## config.mk

```make
export PLATFORM = sky130hd
export DESIGN_NAME = rtcrt_core
export DESIGN_NICKNAME = d
export VERILOG_FILES = /design/src/logic/rtcrt_pkg.sv /design/src/logic/rtcrt_core.sv
export VERILOG_INCLUDE_DIRS = /design/src /design/src/logic
export SDC_FILE = /design/constraint.sdc
export NUM_CORES = 1
export LEC_CHECK = 0
export ABC_CLOCK_PERIOD_IN_PS = 2700
export BUFFER_PORTS_ARGS = -buffer_cell sky130_fd_sc_hd__buf_2
export CELL_PAD_IN_SITES_DETAIL_PLACEMENT = 0
export CELL_PAD_IN_SITES_GLOBAL_PLACEMENT = 1
export CORE_MARGIN = 2
export CORE_UTILIZATION = 45
export DETAILED_ROUTE_END_ITERATION = 8
export PLACE_DENSITY_LB_ADDON = 0.1
export SLEW_MARGIN = 15
export SYNTH_ARGS = -nofsm -noshare
export SYNTH_HDL_FRONTEND = slang
export SYNTH_SLANG_ARGS = --single-unit
export TNS_END_PERCENT = 20
```

## constraint.sdc

```tcl
create_clock -name clk -period 2.7 [get_ports clk]
set_clock_uncertainty 0.05 [all_clocks]
set_input_delay 0 -clock clk [delete_from_list [all_inputs] [get_ports clk]]
set_output_delay 0 -clock clk [all_outputs]
set_load 0.02 [all_outputs]
```

## src/logic/rtcrt_regs.svh

```systemverilog
// register offsets, reset values and divider counts of the rtc register transfer core
// assumes inclusion by bare name from package and design files
`ifndef RTCRT_REGS_SVH
`define RTCRT_REGS_SVH

// register offsets, clock section 0 to 7 and control section 8 to f
`define RTCRT_SUBSECOND_COUNT 4'h0
`define RTCRT_SECONDS_AND_OSC_STOP 4'h1
`define RTCRT_MINUTES_AND_FAIL_IRQ 4'h2
`define RTCRT_HOURS_COUNT 4'h3
`define RTCRT_WEEKDAY_AND_WAVE_SELECT 4'h4
`define RTCRT_DATE_COUNT 4'h5
`define RTCRT_MONTH_AND_CENTURY 4'h6
`define RTCRT_YEAR_COUNT 4'h7
`define RTCRT_RATE_TRIM 4'h8
`define RTCRT_TIMEOUT_CONFIG 4'h9
`define RTCRT_MONTH_MATCH_CTRL 4'ha
`define RTCRT_DATE_MATCH 4'hb
`define RTCRT_HOUR_MATCH 4'hc
`define RTCRT_MINUTE_MATCH 4'hd
`define RTCRT_SECOND_MATCH 4'he
`define RTCRT_EVENT_STATUS 4'hf

// field positions
`define RTCRT_OSC_HALT_BIT 7
`define RTCRT_FAIL_IRQ_BIT 7
`define RTCRT_CTRL_SECTION_BIT 3

// reset values, clock section
`define RTCRT_RST_SUBSECOND 8'h00
`define RTCRT_RST_SECONDS 8'h00
`define RTCRT_RST_MINUTES 8'h00
`define RTCRT_RST_HOURS 8'h00
`define RTCRT_RST_WEEKDAY 8'h11
`define RTCRT_RST_DATE 8'h01
`define RTCRT_RST_MONTH 8'h01
`define RTCRT_RST_YEAR 8'h00
// reset values, control section
`define RTCRT_RST_RATE_TRIM 8'h80
`define RTCRT_RST_TIMEOUT 8'h00
`define RTCRT_RST_MONTH_MATCH 8'h40
`define RTCRT_RST_MATCH 8'h00
`define RTCRT_RST_STATUS 8'h04

// oscillator divider: 32.768 khz ticks divided by 328 give hundredths
`define RTCRT_DIV_RATIO 9'd328
`define RTCRT_DIV_LAST 9'd327

// bcd limits
`define RTCRT_SUB_LAST 8'h99
`define RTCRT_SM_LAST 7'h59
`define RTCRT_HOUR_LAST 6'h23
`define RTCRT_WDAY_LAST 3'h7
`define RTCRT_WDAY_FIRST 3'h1
`define RTCRT_MONTH_LAST 5'h12
`define RTCRT_YEAR_LAST 8'h99

`endif

```

## src/logic/rtcrt_pkg.sv

```systemverilog
// types of the rtc register transfer core
// assumes nothing beyond the register header
package rtcrt_pkg;

    // serial interface phases
    typedef enum logic [2:0] {
        RT_IDLE,
        RT_ADDR,
        RT_AACK,
        RT_WDATA,
        RT_WACK,
        RT_RDATA,
        RT_RACK
    } rtcrt_phase_t;

    typedef logic [7:0][7:0] rtcrt_bank_t;

    // whole state of the core
    typedef struct packed {
        rtcrt_phase_t phase;
        logic scl_q;
        logic sda_q;
        logic [3:0] bit_cnt;
        logic [7:0] shreg;
        logic [3:0] ptr;
        logic ptr_loaded;
        logic rd_mode;
        logic acked;
        logic frozen;
        logic dirty;
        logic sda_oe;
        logic [8:0] div;
        rtcrt_bank_t cnt;
        rtcrt_bank_t xfer;
        rtcrt_bank_t ctrl;
    } rtcrt_state_t;

endpackage

```

## src/logic/rtcrt_core.sv

```systemverilog
// rtc register transfer core: i2c slave, transfer registers, bcd clock counters
// assumes scl_in and sda_in already synchronous to clk, osc_tick one pulse per 32.768 khz period
//
// Function
// - sixteen byte registers, clock via transfer copies
// - bcd 24-hour calendar with month length rollover
// - control registers stored as plain binary
// - pointer advances after every data byte
// - idle bus refreshes transfer copies all together
// - bus start freezes transfer copies
// - refresh resumes at control address or stop
// - counters keep running while copies frozen
// - write bits taken on scl rise, byte stored
// - clock writes copied on reaching 08h or stop
// - clock write commit clears divider and subsecond
// - subsecond register only ever loads zero
// - hundredths tick is oscillator divided by 328
// - subsecond holds bcd tenths and hundredths
// - seconds bit7 halts oscillator, seconds bcd 0-59
// - minutes bit7 enables failure interrupt
// - hours bcd 0 to 23, no am/pm
// - weekday upper nibble selects wave rate
// - weekday low bits cycle 1 to 7
// - date bcd in bits 5 to 0
// - century code in month bits 7 to 6
// - month bcd 1 to 12 in bits 4 to 0
// - year bcd 0 to 99 full byte
`timescale 1ns/100ps
`include "rtcrt_regs.svh"

module rtcrt_core
    import rtcrt_pkg::*;
#(
    parameter logic [6:0] DEV_ADDR = 7'h2a // arbitrary value
) (
    input wire logic clk,
    input wire logic resetn,
    input wire logic osc_tick,
    input wire logic scl_in,
    input wire logic sda_in,
    output logic sda_out,
    output logic sda_oe,
    output logic oscillator_halt,
    output logic osc_failure_irq_enable,
    output logic [3:0] wave_rate_select
);

    rtcrt_state_t s_reg;
    rtcrt_state_t s_next;
    logic scl_rise;
    logic scl_fall;
    logic start_c;
    logic stop_c;
    logic hund_tick;
    logic commit;
    logic ptr_moved;
    logic [7:0] byte_in;
    logic [7:0] rd_byte;

    // bcd increment of a byte, caller handles the wrap
    function automatic logic [7:0] bcd_inc(input logic [7:0] v);
        if (v[3:0] == 4'h9) begin
            bcd_inc = {v[7:4] + 4'h1, 4'h0};
        end else begin
            bcd_inc = {v[7:4], v[3:0] + 4'h1};
        end
    endfunction

    // leap year from bcd year and century code
    function automatic logic is_leap(input logic [7:0] y, input logic [1:0] cb);
        logic div4;
        if (y[4]) begin
            div4 = (y[3:0] == 4'h2) || (y[3:0] == 4'h6);
        end else begin
            div4 = (y[3:0] == 4'h0) || (y[3:0] == 4'h4) || (y[3:0] == 4'h8);
        end
        is_leap = div4 && !((y == 8'h00) && (cb != 2'h0));
    endfunction

    // last bcd day of the month
    function automatic logic [5:0] last_day(input logic [4:0] m, input logic [7:0] y, input logic [1:0] cb);
        case (m)
            5'h02: last_day = is_leap(y, cb) ? 6'h29 : 6'h28;
            5'h04, 5'h06, 5'h09, 5'h11: last_day = 6'h30;
            default: last_day = 6'h31;
        endcase
    endfunction

    // one hundredth of a second forward through the whole calendar
    function automatic rtcrt_bank_t advance(input rtcrt_bank_t c);
        rtcrt_bank_t r;
        logic [1:0] cen;
        r = c;
        cen = c[6][7:6];
        if (c[0] != `RTCRT_SUB_LAST) begin
            r[0] = bcd_inc(c[0]);
        end else begin
            r[0] = 8'h00;
            // control bits in bit 7 ride along, tens never reach it
            if (c[1][6:0] != `RTCRT_SM_LAST) begin
                r[1] = bcd_inc(c[1]);
            end else begin
                r[1] = {c[1][7], 7'h00};
                if (c[2][6:0] != `RTCRT_SM_LAST) begin
                    r[2] = bcd_inc(c[2]);
                end else begin
                    r[2] = {c[2][7], 7'h00};
                    if (c[3][5:0] != `RTCRT_HOUR_LAST) begin
                        r[3] = bcd_inc(c[3]);
                    end else begin
                        r[3] = 8'h00;
                        if (c[4][2:0] == `RTCRT_WDAY_LAST) begin
                            r[4] = {c[4][7:4], 1'b0, `RTCRT_WDAY_FIRST};
                        end else begin
                            r[4] = {c[4][7:4], 1'b0, c[4][2:0] + 3'h1};
                        end
                        if (c[5][5:0] < last_day(c[6][4:0], c[7], cen)) begin
                            r[5] = bcd_inc(c[5]);
                        end else begin
                            r[5] = 8'h01;
                            if (c[6][4:0] != `RTCRT_MONTH_LAST) begin
                                r[6] = bcd_inc(c[6]);
                            end else begin
                                if (c[7] == `RTCRT_YEAR_LAST) begin
                                    r[7] = 8'h00;
                                    cen = c[6][7:6] + 2'h1;
                                end else begin
                                    r[7] = bcd_inc(c[7]);
                                end
                                r[6] = {cen, 6'h01};
                            end
                        end
                    end
                end
            end
        end
        advance = r;
    endfunction

    // bus events from the synchronous pin samples
    assign scl_rise = scl_in && !s_reg.scl_q;
    assign scl_fall = !scl_in && s_reg.scl_q;
    assign start_c = scl_in && s_reg.scl_q && s_reg.sda_q && !sda_in;
    assign stop_c = scl_in && s_reg.scl_q && !s_reg.sda_q && sda_in;
    assign byte_in = {s_reg.shreg[6:0], sda_in};
    // oscillator stop gates the divider
    assign hund_tick = osc_tick && !s_reg.cnt[1][`RTCRT_OSC_HALT_BIT] && (s_reg.div == `RTCRT_DIV_LAST);
    // reads see the frozen copy in the clock section, the register itself above
    assign rd_byte = s_reg.ptr[`RTCRT_CTRL_SECTION_BIT] ? s_reg.ctrl[s_reg.ptr[2:0]] : s_reg.xfer[s_reg.ptr[2:0]];

    // next state: serial interface, pointer, commit, timekeeping, refresh
    always_comb begin
        s_next = s_reg;
        commit = 1'b0;
        ptr_moved = 1'b0;
        s_next.scl_q = scl_in;
        s_next.sda_q = sda_in;
        case (s_reg.phase)
            RT_IDLE: begin
            end
            RT_ADDR: begin
                if (scl_rise) begin
                    s_next.shreg = byte_in;
                    s_next.bit_cnt = s_reg.bit_cnt + 4'h1;
                end else if (scl_fall && s_reg.bit_cnt == 4'h8) begin
                    if (s_reg.shreg[7:1] == DEV_ADDR) begin
                        s_next.phase = RT_AACK;
                        s_next.sda_oe = 1'b1;
                        s_next.rd_mode = s_reg.shreg[0];
                    end else begin
                        // not for us: pending clock writes keep the copy frozen
                        s_next.phase = RT_IDLE;
                        s_next.frozen = s_reg.dirty;
                    end
                end
            end
            RT_AACK: begin
                if (scl_fall) begin
                    s_next.bit_cnt = 4'h0;
                    if (s_reg.rd_mode) begin
                        s_next.phase = RT_RDATA;
                        s_next.shreg = rd_byte;
                        s_next.sda_oe = !rd_byte[7];
                    end else begin
                        s_next.phase = RT_WDATA;
                        s_next.sda_oe = 1'b0;
                        s_next.ptr_loaded = 1'b0;
                    end
                end
            end
            RT_WDATA: begin
                if (scl_rise) begin
                    s_next.shreg = byte_in;
                    s_next.bit_cnt = s_reg.bit_cnt + 4'h1;
                    if (s_reg.bit_cnt == 4'h7) begin
                        ptr_moved = 1'b1;
                        s_next.ptr_loaded = 1'b1;
                        if (!s_reg.ptr_loaded) begin
                            s_next.ptr = byte_in[3:0];
                        end else begin
                            if (s_reg.ptr[`RTCRT_CTRL_SECTION_BIT]) begin
                                s_next.ctrl[s_reg.ptr[2:0]] = byte_in;
                            end else begin
                                // held in the copy until commit; subsecond only takes zero
                                s_next.xfer[s_reg.ptr[2:0]] = (s_reg.ptr == `RTCRT_SUBSECOND_COUNT) ? 8'h00 : byte_in;
                                s_next.dirty = 1'b1;
                            end
                            s_next.ptr = s_reg.ptr + 4'h1;
                        end
                    end
                end else if (scl_fall && s_reg.bit_cnt == 4'h8) begin
                    s_next.phase = RT_WACK;
                    s_next.sda_oe = 1'b1;
                end
            end
            RT_WACK: begin
                if (scl_fall) begin
                    s_next.phase = RT_WDATA;
                    s_next.sda_oe = 1'b0;
                    s_next.bit_cnt = 4'h0;
                end
            end
            RT_RDATA: begin
                if (scl_rise) begin
                    s_next.bit_cnt = s_reg.bit_cnt + 4'h1;
                end else if (scl_fall) begin
                    if (s_reg.bit_cnt == 4'h8) begin
                        s_next.phase = RT_RACK;
                        s_next.sda_oe = 1'b0;
                        s_next.ptr = s_reg.ptr + 4'h1;
                        ptr_moved = 1'b1;
                    end else begin
                        s_next.shreg = {s_reg.shreg[6:0], 1'b0};
                        s_next.sda_oe = !s_reg.shreg[6];
                    end
                end
            end
            RT_RACK: begin
                if (scl_rise) begin
                    s_next.acked = !sda_in;
                end else if (scl_fall) begin
                    if (s_reg.acked) begin
                        s_next.phase = RT_RDATA;
                        s_next.bit_cnt = 4'h0;
                        s_next.shreg = rd_byte;
                        s_next.sda_oe = !rd_byte[7];
                    end else begin
                        // master said no more: wait for stop or start
                        s_next.phase = RT_IDLE;
                    end
                end
            end
            default: begin
                s_next.phase = RT_IDLE;
                s_next.sda_oe = 1'b0;
            end
        endcase
        // pointer into control section releases the copy and commits writes
        if (ptr_moved) begin
            if (s_next.ptr[`RTCRT_CTRL_SECTION_BIT]) begin
                s_next.frozen = 1'b0;
                commit = s_next.dirty;
            end else begin
                s_next.frozen = 1'b1;
            end
        end
        // stop ends the transaction and the freeze
        if (stop_c) begin
            s_next.phase = RT_IDLE;
            s_next.sda_oe = 1'b0;
            s_next.frozen = 1'b0;
            commit = s_next.dirty;
        end
        // start (also repeated) freezes the copy for one consistent instant
        if (start_c) begin
            s_next.phase = RT_ADDR;
            s_next.bit_cnt = 4'h0;
            s_next.sda_oe = 1'b0;
            s_next.frozen = 1'b1;
        end
        // commit restarts the clock from the written copy
        if (commit) begin
            s_next.cnt = s_next.xfer;
            s_next.cnt[0] = 8'h00;
            s_next.div = 9'h000;
            s_next.dirty = 1'b0;
        end else if (osc_tick && !s_reg.cnt[1][`RTCRT_OSC_HALT_BIT]) begin
            // counters run regardless of the freeze
            s_next.div = hund_tick ? 9'h000 : s_reg.div + 9'h001;
            if (hund_tick) begin
                s_next.cnt = advance(s_reg.cnt);
            end
        end
        // all counters copied at one instant while the bus is quiet
        if (!s_next.frozen) begin
            s_next.xfer = s_next.cnt;
        end
    end

    // state register, synchronous reset
    always_ff @(posedge clk) begin
        if (!resetn) begin
            s_reg <= '0;
            s_reg.phase <= RT_IDLE;
            s_reg.scl_q <= 1'b1;
            s_reg.sda_q <= 1'b1;
            s_reg.cnt <= {`RTCRT_RST_YEAR, `RTCRT_RST_MONTH, `RTCRT_RST_DATE, `RTCRT_RST_WEEKDAY,
                          `RTCRT_RST_HOURS, `RTCRT_RST_MINUTES, `RTCRT_RST_SECONDS, `RTCRT_RST_SUBSECOND};
            s_reg.xfer <= {`RTCRT_RST_YEAR, `RTCRT_RST_MONTH, `RTCRT_RST_DATE, `RTCRT_RST_WEEKDAY,
                           `RTCRT_RST_HOURS, `RTCRT_RST_MINUTES, `RTCRT_RST_SECONDS, `RTCRT_RST_SUBSECOND};
            s_reg.ctrl <= {`RTCRT_RST_STATUS, `RTCRT_RST_MATCH, `RTCRT_RST_MATCH, `RTCRT_RST_MATCH,
                           `RTCRT_RST_MATCH, `RTCRT_RST_MONTH_MATCH, `RTCRT_RST_TIMEOUT, `RTCRT_RST_RATE_TRIM};
        end else begin
            s_reg <= s_next;
        end
    end

    // open drain: only ever pulls low
    assign sda_out = 1'b0;
    assign sda_oe = s_reg.sda_oe;
    assign oscillator_halt = s_reg.cnt[1][`RTCRT_OSC_HALT_BIT];
    assign osc_failure_irq_enable = s_reg.cnt[2][`RTCRT_FAIL_IRQ_BIT];
    assign wave_rate_select = s_reg.cnt[4][7:4];
endmodule

```

# After elaboration in Yosys (flattened, before gate mapping)
# Index checks and enable logic that the tools add are counted.
# totals
ff_bits	228
in_bits	5
output_inout_bits	8
wordCells	318
# classes
add_sub_neg	19
magnitude_cmp	3
eq_ne	70
muxes	136
n_bitwise	3
n_reduce_logical	48
# ops
cell	n
two-way mux 128 bit	4
two-way mux 64 bit	6
two-way mux 8 bit	22
bitwise mux 64 bit	2
two-way mux 12 bit	7
adder 4 x 1 -> 4 bit (second input constant)	16
two-way mux 56 bit	1
two-way mux 1 bit	49
binary-select mux 8 bit (select 3 bit)	2
two-way mux 48 bit	1
!= test 2 bit (second input constant)	22
!= test 4 bit (second input constant)	11
two-way mux 3 bit	14
two-way mux 6 bit	7
two-way mux 40 bit	1
one-hot mux 8 bit (5 select lines)	1
equality test 4 bit (second input constant)	9
two-way mux 32 bit	1
demux 8 bit (select 3 bit)	1
one-hot mux 4 bit (6 select lines)	1
AND reduction 12 bit	2
one-hot mux 3 bit (7 select lines)	1
two-way mux 17 bit	1
two-way mux 16 bit	1
other kinds (52)	96

# Logic depth before layout (Yosys ltp)
# Gate-level depths: netlist (run 1).
# depth
depth_word	32
ltp_mapped	13
depth_no_buf	11

# Least setup slack after synthesis (run 1)
# Ideal clock, no wire load.
# synth_path
path_type	flip-flop to flip-flop
from	reg s_reg[176] in the netlist's numbering
to	reg s_reg[116] in the netlist's numbering
setup_ns	0.075
t_arrival_ns	2.639
t_required_ns	2.575
path_slack_ns	-0.064
path_stages_with_launch	14
path_buffers	2
synth_period_minus_slack_ns	2.764
cell_sequence	dfxtp_1 > buf_6 > nand2b_2 > nor4_2 > inv_1 > ha_1 > a21o_1 > a21oi_1 > o22ai_1 > buf_2 > o21ai_2 > nor2_2 > or4_1 > o22ai_1
# synth_via
elab_chain_len	20
elab_cells_between_ends	28
cone_classes	order compare: 1; eq/ne: 7; mux: 19; reduce/logical: 1
# synth_lines
element	line_no	source
from (decl)	rtcrt_core.sv:48	rtcrt_state_t s_reg;
from (signal assigned)	rtcrt_core.sv:314	s_reg <= s_next;
equality test 5 x 3 -> 1 bit (tied with other cells)	rtcrt_core.sv:82	case (m)
OR reduction 4 bit	rtcrt_core.sv:82	
one-hot mux 5 bit (2 select lines)	rtcrt_core.sv:82	
two-way mux 6 bit	rtcrt_core.sv:108	if (c[3][5:0] != `RTCRT_HOUR_LAST) begin
two-way mux 6 bit	rtcrt_core.sv:104	if (c[2][6:0] != `RTCRT_SM_LAST) begin
two-way mux 6 bit	rtcrt_core.sv:100	if (c[1][6:0] != `RTCRT_SM_LAST) begin
two-way mux 6 bit	rtcrt_core.sv:95	if (c[0] != `RTCRT_SUB_LAST) begin
two-way mux 6 bit	rtcrt_core.sv:290	if (hund_tick) begin
(+4 left out)	-	
two-way mux 32 bit *	rtcrt_core.sv:108	
two-way mux 40 bit *	rtcrt_core.sv:104	
two-way mux 48 bit *	rtcrt_core.sv:100	
two-way mux 56 bit *	rtcrt_core.sv:95	
two-way mux 64 bit *	rtcrt_core.sv:290	
two-way mux 64 bit *	rtcrt_core.sv:287	end else if (osc_tick && !s_reg.cnt[1][`RTCRT_OSC_HALT_BIT]) begin
two-way mux 64 bit *	rtcrt_core.sv:282	if (commit) begin
two-way mux 64 bit *	rtcrt_core.sv:295	if (!s_next.frozen) begin
# Mark *: on every way between the ends. The rest lies on a longest branch, timed or not. The select of a mux whose other input is x is not followed.
# A chain may end at the register's enable or synchronous reset.

# Worst setup path in the final report (run 1)
# Ends and elaborated chain as after synthesis.

==> impl_metrics.env, run 1 <==
export IMPL_status="finished with violations"
export IMPL_violations="negative setup slack"
export IMPL_syn_inst=1506
export IMPL_yosysTopAreaCell="dfxtp_1"
export IMPL_slowest_delay_ns=0.50
export IMPL_drt_iter0_markers=1001
export IMPL_portBuffers=11
export IMPL_final_util_pct=56.16
export IMPL_syn_area_mm2=0.01304
export IMPL_slew_viol_final=0
export IMPL_grt_pass1_wl_mm=62.80
export IMPL_clk_latency_ns=0.53
export IMPL_crit_required_ns=3.11
export IMPL_multiInputGateArea_mm2=0.008223
export IMPL_cts_tree="done"
export IMPL_fillers=2659
export IMPL_crit_family="simple AND/OR/NAND/NOR gates"
export IMPL_max_freq_mhz=362.4
export IMPL_pwr_share_seq_pct=44.7
export IMPL_vias_per_cell=5.746
export IMPL_ys_seq_area_share_pct=35.00
export IMPL_largest_register_ffs=214
export IMPL_ys_ff_latch=228
export IMPL_path_class="reg -> reg"
export IMPL_finalPower_uw=7775
export IMPL_antenna_found_initial=0
export IMPL_final_setup_tns_ns=-0.2395
export IMPL_timing_final_ws_setup_ns=-0.05950
export IMPL_yosysWarnings=0
export IMPL_firstDrtPassIters=7
export IMPL_ir_worst_vdd_v=0.0005240
export IMPL_power_frac_comb_pct=6.0
export IMPL_cts_root_buf="clkbuf_16"
export IMPL_initial_core_util_pct=45.56
export IMPL_die_x_um=174.2
export IMPL_fin_crit_sh_pct=102.2
export IMPL_hold_depth=5
export IMPL_clk_path_buf_depth=3
export IMPL_layout_nets=1640
export IMPL_drive_gt1_share_pct=22.08
export IMPL_drc=0
export IMPL_cp_end_kind="register"
export IMPL_power_share_switching_pct=22.95
export IMPL_die_y_um=174.2
export IMPL_slew_headroom_pct=61.35
export IMPL_final_antenna_net_count=0
export IMPL_p_sw_uw=1784
export IMPL_critPathMaxFanout=3
export IMPL_path_cells="nand2b_4, nor4_4, inv_2, ha_4, nand4b_1, nor3b_2, buf_4, o211a_1, a41oi_2, or4_4, o22ai_2"
export IMPL_avgSynthCellArea_um2=8.660
export IMPL_synth_cell_types=90
export IMPL_synthArstFlopShare_pct=0
export IMPL_layout_min_cycle_time_ns=2.759
export IMPL_clockPowerShare_pct=49.3
export IMPL_p_int_uw=5991
export IMPL_seq_area_mm2=0.004579
export IMPL_numCtsBuffers=27
export IMPL_p_per_area_mw_per_mm2=483.7
export IMPL_core_area_mm2=0.02863
export IMPL_gp_congestion=0.8861
export IMPL_io_pins=13
export IMPL_wl_mm=41.01
export IMPL_synth_flop_cell="dfxtp_1"
export IMPL_hp_class="in -> reg"
export IMPL_ff2ff_path_depth=11
export IMPL_num_antenna_cells=0
export IMPL_num_rows=62
export IMPL_overflow=0
export IMPL_syn_nets=1538
export IMPL_path_buf_inv=2
export IMPL_setup_violations_final=7
export IMPL_wl_per_cell_um=20.40
export IMPL_grt_max_degree=72
export IMPL_synth_top_area_share_pct=35.00
export IMPL_drv_cap=0
export IMPL_grt_util_all_layers_pct=25.99
export IMPL_crit_arrival_ns=3.17
export IMPL_worst_pin_slew_ns=0.5738
export IMPL_synthToLayoutAreaGrowth_pct=23.27
export IMPL_slowest_stage="or4_4"
export IMPL_synth_edf_count=0
export IMPL_hold_viol_final=0
export IMPL_leakage_uw=0.006578
export IMPL_h_tree_depth=1
export IMPL_numClockSinks=228
export IMPL_die_area_mm2=0.03036
export IMPL_start_kind="register"
export IMPL_first_global_vias=11028
export IMPL_path_depth=11
export IMPL_rsz0062_at_grt="yes"
export IMPL_dp_hpwl_mm=28.38
export IMPL_synth_area_leaders="dfxtp_1 35%, mux2i_1 10%, nand2_1 5.4%, nor2b_1 4.0%, o211a_1 3.7%"
export IMPL_vias=11550
export IMPL_clk_pin_slew_ns=0.06
==> through the flow <==
step | instance area [um2] | instances | setup slack, ns | hold WS, ns
after floorplan | 13060 | 1506 | 0.003364 | 0.05147
after global placement | 14290 | 1929 | -0.2179 | 0.2094
after detailed placement | 14290 | 1929 | -0.2447 | 0.2281
after CTS | 15330 | 1983 | -0.06253 | 0.3141
after global routing | 16080 | 2010 | -0.2226 | 0.4024
final | 16080 | 2010 | -0.05950 | 0.3268
==> final cells by class <==
type	count	area share, %
multi-input cells	1134	51.15
flip-flops and latches	228	28.49
repair buffers	189	10.97
clock buffers	39	4.857
well taps	384	2.989
clock inverters	8	0.8873
inverters	28	0.6538
==> cell usage after synthesis (all sizes together) (13+ instances only) <==
library cell,n
mux2i,135
inv,27
buf,56
nor4,14
ha,27
o22ai,15
xor2,13
and3,29
clkbuf,60
a21oi,65
nor2,108
a22oi,20
nor3,24
nand4,14
nand2b,21
dfxtp,228
nor3b,13
nand2,190
nand3,37
nor2b,83
o211a,48
o21ai,82
and2,23
mux2,14
==> what timing repair did <==
item | CTS | global route
hold endpoints to repair | 39 | 0
setup endpoints to repair | 55 | 120
gates resized for setup | 11 | 98
pin swaps | 1 | 32
setup buffers | 2 | 22
hold buffers | 5 | 0
gates cloned | 0 | 5
==> power groups by stage <==
stage / logic, uW / clock network, uW / registers, uW
2_1_floorplan: 289 / 0 / 3520
3_3_place_gp: 421 / 0 / 3550
3_5_place_dp: 425 / 0 / 3550
4_1_cts: 436 / 3890 / 3470
5_1_grt: 507 / 4020 / 3480
6_report: 465 / 3830 / 3480
==> worst paths after layout <==
path | start | endpoint | slack [ns]
setup / recovery | s_reg[176]$_SDFF_PN1_ | s_reg[116]$_SDFF_PN0_ | -0.06
hold / removal | osc_tick | s_reg[193]$_SDFFE_PP0P_ | 0.33
setup reg to reg | s_reg[176]$_SDFF_PN1_ | s_reg[116]$_SDFF_PN0_ | -0.06
hold reg to reg | s_reg[7]$_SDFFE_PN1P_ | s_reg[7]$_SDFFE_PN1P_ | 0.43
==> logic make-up after synthesis <==
| group | share of synthesized area, % |
|---|---|
| AOI/OAI and AO/OA | 17.55 |
| xor gates and xnor gates | 1.679 |
| adders and majority gates | 2.590 |
| buffers and inverters | 5.277 |
| DFF | 35.00 |
| muxes | 13.47 |
| other | 0.02875 |
| and+or+nand+nor | 24.41 |
==> placed cells by master, fill, tap and decap left out, drive strengths merged, types with 5 or more instances in the layout <==
| cell | count |
|---|---|
| nand4 | 14 |
| nor4 | 14 |
| or3 | 6 |
| a211oi | 5 |
| mux2 | 14 |
| nand2b | 21 |
| clkbuf | 44 |
| o21ai | 82 |
| nor2b | 83 |
| a22oi | 20 |
| nand3 | 37 |
| nor4b | 5 |
| a21oi | 65 |
| nand2 | 190 |
| a221oi | 8 |
| o211a | 48 |
| xnor2 | 12 |
| mux2i | 135 |
| xor2 | 13 |
| o211ai | 11 |
| nor3b | 13 |
| mux4 | 11 |
| o22ai | 15 |
| and3 | 29 |
| buf | 179 |
| a31oi | 10 |
| dfxtp | 228 |
| and2 | 23 |
| dlygate4sd3 | 5 |
| nand3b | 9 |
| inv | 27 |
| nor3 | 24 |
| nor2 | 108 |
| ha | 27 |
| o31ai | 7 |
==> worst reg2reg max path: stages, from the launching register on <==
cell and delay (ns):
dfxtp_1 0.32, nand2b_4 0.15, nor4_4 0.25, inv_2 0.08, ha_4 0.27, nand4b_1 0.17, nor3b_2 0.28, buf_4 0.18
o211a_1 0.19, a41oi_2 0.09, or4_4 0.50, o22ai_2 0.16
==> per-layer routing <==
layer / GRT usage (%) / up-vias / share of wire, %
met3: 2.865 / 71 / 4.9
met1: 35.22 / 5587 / 44
met2: 43.60 / 283 / 47
met5: 0 / - / 0
met4: 7.668 / 0 / 3.4
li1: - / 5609 / -
Power figures use the tool's default switching activity.
==> inputs of run 2 (changes only) <==
--- a/config.mk
+++ b/config.mk
@@ -10,6 +10,7 @@
 export BUFFER_PORTS_ARGS = -buffer_cell sky130_fd_sc_hd__buf_2
 export CELL_PAD_IN_SITES_DETAIL_PLACEMENT = 0
 export CELL_PAD_IN_SITES_GLOBAL_PLACEMENT = 1
+export CORE_ASPECT_RATIO = 0.5
 export CORE_MARGIN = 2
 export CORE_UTILIZATION = 45
 export DETAILED_ROUTE_END_ITERATION = 8
==> impl_metrics.env, run 2 (synthesis gave the netlist of run 1 again) <==
export IMPL_cts_tree="done"
export IMPL_slew_headroom_pct=59.72
export IMPL_p_int_uw=5443
export IMPL_drt_iter0_markers=902
export IMPL_critPathMaxFanout=7
export IMPL_hold_depth=3
export IMPL_status="complete, no violations"
export IMPL_crit_required_ns=3.08
export IMPL_grt_max_degree=56
export IMPL_r2r_end="s_reg[121]$_SDFF_PN0_"
export IMPL_leakage_uw=0.006274
export IMPL_layout_min_cycle_time_ns=2.663
export IMPL_reg2reg_slack_ns=0.04
export IMPL_layout_common_cells="222 x dfxtp_1, 186 x nand2_1, 133 x mux2i_1"
export IMPL_clk_pin_slew_ns=0.07
export IMPL_wl_per_cell_um=20.95
export IMPL_crit_arrival_ns=3.04
export IMPL_gp_congestion=0.9080
export IMPL_path_cells="nand2b_4, nor4_4, inv_1, ha_4, a21o_1, a21oi_2, o22ai_2, buf_6, buf_6, o211ai_1, mux2i_1, nand2_1, and3_1"
export IMPL_io_pins=13
export IMPL_cp_end_kind="register"
export IMPL_h_tree_depth=1
export IMPL_crit_reg2reg_launch="s_reg[176]$_SDFF_PN1_"
export IMPL_largest_register_ffs=214
export IMPL_drc=0
export IMPL_path_class="reg -> reg"
export IMPL_hp_class="in -> reg"
export IMPL_numClockSinks=228
export IMPL_fin_crit_sh_pct=98.64
export IMPL_die_area_mm2=0.03044
export IMPL_firstDrtPassIters=5
export IMPL_ff2ff_path_depth=13
export IMPL_cts_root_buf="clkbuf_16"
export IMPL_crit_top_cell="buf_6"
export IMPL_drv_cap=0
export IMPL_die_y_um=124.4
export IMPL_worst_pin_slew_ns=0.5979
export IMPL_p_per_area_mw_per_mm2=466.0
export IMPL_grt_pass1_wl_mm=64.01
export IMPL_pwr_share_seq_pct=48.5
export IMPL_max_freq_mhz=375.5
export IMPL_antenna_found_initial=1
export IMPL_min_to="s_reg[224]$_SDFF_PN1_"
export IMPL_final_common_cell="dfxtp_1"
export IMPL_final_util_pct=54.73
export IMPL_portBuffers=11
export IMPL_final_antenna_net_count=0
export IMPL_overflow=0
export IMPL_initial_core_util_pct=46.44
export IMPL_power_share_switching_pct=24.00
export IMPL_grt_util_all_layers_pct=26.69
export IMPL_p_sw_uw=1719
export IMPL_synthToLayoutAreaGrowth_pct=17.86
export IMPL_layout_nets=1613
export IMPL_ir_worst_vdd_v=0.0003823
export IMPL_clk_latency_ns=0.54
export IMPL_die_x_um=244.8
export IMPL_core_area_mm2=0.02808
export IMPL_wl_mm=41.42
export IMPL_start_kind="register"
export IMPL_first_global_vias=11013
export IMPL_final_setup_tns_ns=0
export IMPL_dp_hpwl_mm=29.92
export IMPL_power_frac_comb_pct=6.3
export IMPL_slowest_stage="dfxtp_2"
export IMPL_num_rows=43
export IMPL_clockPowerShare_pct=45.3
export IMPL_rsz0062_at_grt="yes"
export IMPL_clk_path_buf_depth=3
export IMPL_hold_viol_final=0
export IMPL_worstHoldStart="scl_in"
export IMPL_drive_gt1_share_pct=18.88
export IMPL_slew_viol_final=0
export IMPL_vias_per_cell=5.841
export IMPL_vias=11547
export IMPL_numCtsBuffers=22
export IMPL_slowest_delay_ns=0.32
export IMPL_setup_violations_final=0
## run 2: cell types whose count changed in the layout (fill, tap and decap cells not counted), sizes merged
cell	previous run	this run
clkbuf	44	35
diode	0	1
bufinv	4	1
buf	179	163
dlygate4sd3	5	4
clkinv	4	1
## run 2: cell type report
type | count | area [um2]
repair buffers | 167 | 1474
well taps | 382 | 478.0
clock buffers | 35 | 690.7
flip-flops and latches | 228 | 4572
multi-input cells | 1134 | 8011
diodes | 1 | 2.502
inverters | 28 | 105.1
fillers | 2646 | 12710
clock inverters | 2 | 37.54
## run 2: worst max-delay path by stage
stage	slack [ns]	cells after the start	to	startpoint
CTS	0.007	10	s_reg[127]$_SDFF_PN0_	s_reg[192]$_SDFFE_PP0P_
global route	-0.15	13	s_reg[185]$_SDFF_PN0_	s_reg[176]$_SDFF_PN1_
global placement	0.008	10	s_reg[169]$_SDFF_PN0_	s_reg[220]$_SDFFE_PP0P_
detailed placement	-0.02	12	s_reg[116]$_SDFF_PN0_	s_reg[176]$_SDFF_PN1_
floorplan	0.003	13	s_reg[116]$_SDFF_PN0_	s_reg[176]$_SDFF_PN1_
finish	0.04	13	s_reg[121]$_SDFF_PN0_	s_reg[176]$_SDFF_PN1_
## run 2: stage by stage
stage	area, um2	power [uW]	instances	hold WS, ns	worst slack [ns]
after CTS	15140	7196	1972	0.2215	0.006713
after global routing	15370	7401	1976	0.2667	-0.1455
after global placement	14310	3964	1928	0.2169	0.008445
final	15370	7162	1977	0.2495	0.03676
after floorplan	13060	3809	1506	0.05147	0.003364
after detailed placement	14310	3971	1928	0.2325	-0.02154
## run 2: repair_timing
action	CTS	global route
hold buffers	4	0
setup buffers	3	4
pin swaps	6	12
endpoints found under the hold margin	41	0
cloned	0	0
setup endpoints to repair	24	101
resized for setup	5	48
## run 2: critical path, delay by kind of cell, from the launching register on
kind	cells	cell delay [ns]
mux	1	0.30
fa+ha+maj	1	0.22
compound gates	4	0.64
buf+inv	3	0.39
simple gates	4	0.61
flops	1	0.32
## run 2: power groups by stage
stage               registers (uW)  logic (uW)  clock network, uW
floorplan                     3520         289                  0
global placement              3540         420                  0
detailed placement            3550         426                  0
CTS                           3470         439               3290
global route                  3470         487               3440
finish                        3470         448               3240
## run 2: layer usage
metal / vias up / GRT usage [%] / routed length [um]
met4: 0 / 4.699 / 612
met3: 44 / 5.688 / 3119
met2: 349 / 39.13 / 17270
met1: 5605 / 40.16 / 20420
met5: - / 0 / 0
li1: 5549 / - / -
==> inputs of run 3 (changes only) <==
--- a/config.mk
+++ b/config.mk
@@ -15,6 +15,7 @@
 export CORE_UTILIZATION = 45
 export DETAILED_ROUTE_END_ITERATION = 8
 export PLACE_DENSITY_LB_ADDON = 0.1
+export SETUP_SLACK_MARGIN = 0.4
 export SLEW_MARGIN = 15
 export SYNTH_ARGS = -nofsm -noshare
 export SYNTH_HDL_FRONTEND = slang
==> impl_metrics.env, run 3 (synthesis gave the netlist of run 1 again) <==
export IMPL_drc=0
export IMPL_synthToLayoutAreaGrowth_pct=28.97
export IMPL_cts_tree="done"
export IMPL_fin_crit_sh_pct=98.19
export IMPL_crit_required_ns=3.11
export IMPL_clk_latency_ns=0.54
export IMPL_gp_congestion=0.8899
export IMPL_ff2ff_path_depth=10
export IMPL_die_area_mm2=0.03044
export IMPL_fillers=2413
export IMPL_core_area_mm2=0.02808
export IMPL_reg2reg_slack_ns=0.05
export IMPL_drt_iter0_markers=1026
export IMPL_leakage_uw=0.006757
export IMPL_hp_class="in -> reg"
export IMPL_vias=11970
export IMPL_h_tree_depth=1
export IMPL_timing_final_ws_setup_ns=0.04899
export IMPL_num_rows=43
export IMPL_grt_pass1_wl_mm=65.67
export IMPL_rsz0062_at_grt="yes"
export IMPL_die_y_um=124.4
export IMPL_slew_headroom_pct=61.82
export IMPL_setup_violations_final=0
export IMPL_numCtsBuffers=23
export IMPL_critPathMaxFanout=3
export IMPL_largest_register_ffs=214
export IMPL_seq_area_mm2=0.004587
export IMPL_min_to="s_reg[206]$_SDFFE_PN0P_"
export IMPL_drive_gt1_share_pct=28.10
export IMPL_status="complete, no violations"
export IMPL_die_x_um=244.8
export IMPL_path_class="reg -> reg"
export IMPL_slowest_delay_ns=0.53
export IMPL_crit_reg2reg_launch="s_reg[176]$_SDFF_PN1_"
export IMPL_dp_hpwl_mm=29.93
export IMPL_start_kind="register"
export IMPL_worst_pin_slew_ns=0.5726
export IMPL_crit_path_start="s_reg[176]$_SDFF_PN1_"
export IMPL_layout_min_cycle_time_ns=2.651
export IMPL_numClockSinks=228
export IMPL_grt_util_all_layers_pct=27.63
export IMPL_firstDrtPassIters=5
export IMPL_grt_max_degree=47
export IMPL_path_cells="nand2b_4, nor4_4, inv_1, ha_4, nand4b_1, nor3b_2, o211a_1, a41oi_2, or4_4, o22ai_1"
export IMPL_final_antenna_net_count=0
export IMPL_worstHoldStart="scl_in"
export IMPL_cp_end_kind="register"
export IMPL_clk_path_buf_depth=3
export IMPL_crit_arrival_ns=3.06
export IMPL_clk_pin_slew_ns=0.06
export IMPL_vias_per_cell=5.949
export IMPL_first_global_vias=11331
export IMPL_io_pins=13
export IMPL_hold_viol_final=0
export IMPL_layout_nets=1647
export IMPL_wl_per_cell_um=21.85
export IMPL_wl_mm=43.96
export IMPL_slowest_stage="or4_4"
export IMPL_layout_common_cells="216 x dfxtp_1, 158 x nand2_1, 131 x mux2i_1"
export IMPL_ir_worst_vdd_v=0.0004171
export IMPL_initial_core_util_pct=46.44
export IMPL_slew_viol_final=0
export IMPL_overflow=0
export IMPL_portBuffers=11
export IMPL_cts_root_buf="clkbuf_16"
export IMPL_final_common_cell="dfxtp_1"
export IMPL_multiInputGateArea_mm2=0.008715
export IMPL_antenna_found_initial=0
export IMPL_p_per_area_mw_per_mm2=451.4
export IMPL_finalPower_uw=7592
export IMPL_r2r_end="s_reg[116]$_SDFF_PN0_"
export IMPL_hold_depth=6
export IMPL_max_freq_mhz=377.2
export IMPL_final_util_pct=59.89
export IMPL_place_ws_ns=-0.01719
export IMPL_num_antenna_cells=0
export IMPL_drv_cap=0
[run 3: worst max-delay path by stage]
stage | cells past startpoint | endpoint | slack [ns]
2_1_floorplan | 13 | s_reg[116]$_SDFF_PN0_ | 0.10
3_3_place_gp | 11 | s_reg[116]$_SDFF_PN0_ | 0.004
3_5_place_dp | 10 | s_reg[105]$_SDFF_PN0_ | -0.02
4_1_cts | 12 | s_reg[120]$_SDFF_PN0_ | 0.08
5_1_grt | 10 | s_reg[116]$_SDFF_PN0_ | -0.10
6_report | 10 | s_reg[116]$_SDFF_PN0_ | 0.05
[run 3: final cells by class]
cell class | count | share of cell area, %
repair buffers | 200 | 12.65
multi-input cells | 1134 | 51.81
clock buffers | 29 | 3.853
clock inverters | 11 | 0.9522
flip-flops and latches | 228 | 27.27
well taps | 382 | 2.842
inverters | 28 | 0.6249
[run 3: through the flow]
stage	hold slack (ns)	setup TNS (ns)	cells	area, um2
after global routing	0.09155	-0.5694	2012	16820
after floorplan	0.05147	0	1506	13130
after CTS	0.03248	0	2001	15960
final	0.03031	0	2012	16820
after global placement	0.2061	0	1924	14310
after detailed placement	0.2278	-0.03143	1924	14310
[run 3: worst max-delay path: cells and delay by family (launching register included)]
family	cells	cell delay [ns]
buf+inv	1	0.10
simple gates	5	1.30
compound gates	3	0.54
fa+ha+maj	1	0.27
flops	1	0.32
[run 3: report_power, final]
| group | internal [uW] | switching [uW] | leakage [uW] |
|---|---|---|---|
| combinational | 256 | 331 | 0.00451 |
| clock | 2080 | 1460 | 0.000397 |
| sequential | 3420 | 49.4 | 0.00185 |
[run 3: routing by layer]
| metal | wire length, um | GRT usage (%) | vias to the layer above |
|---|---|---|---|
| met5 | 0 | 0 | - |
| met2 | 18720 | 40.83 | 425 |
| met1 | 20750 | 40.78 | 5854 |
| li1 | - | - | 5622 |
| met3 | 3555 | 5.925 | 69 |
| met4 | 932 | 6.313 | 0 |
[run 3: repair_timing]
item / in CTS / in global routing
endpoints found under the setup margin: 176 / 203
pin swaps: 30 / 76
hold buffers: 4 / 0
cloned: 8 / 4
endpoints found under the hold margin: 43 / 0
buffers inserted: 25 / 7
gates resized for setup: 79 / 186
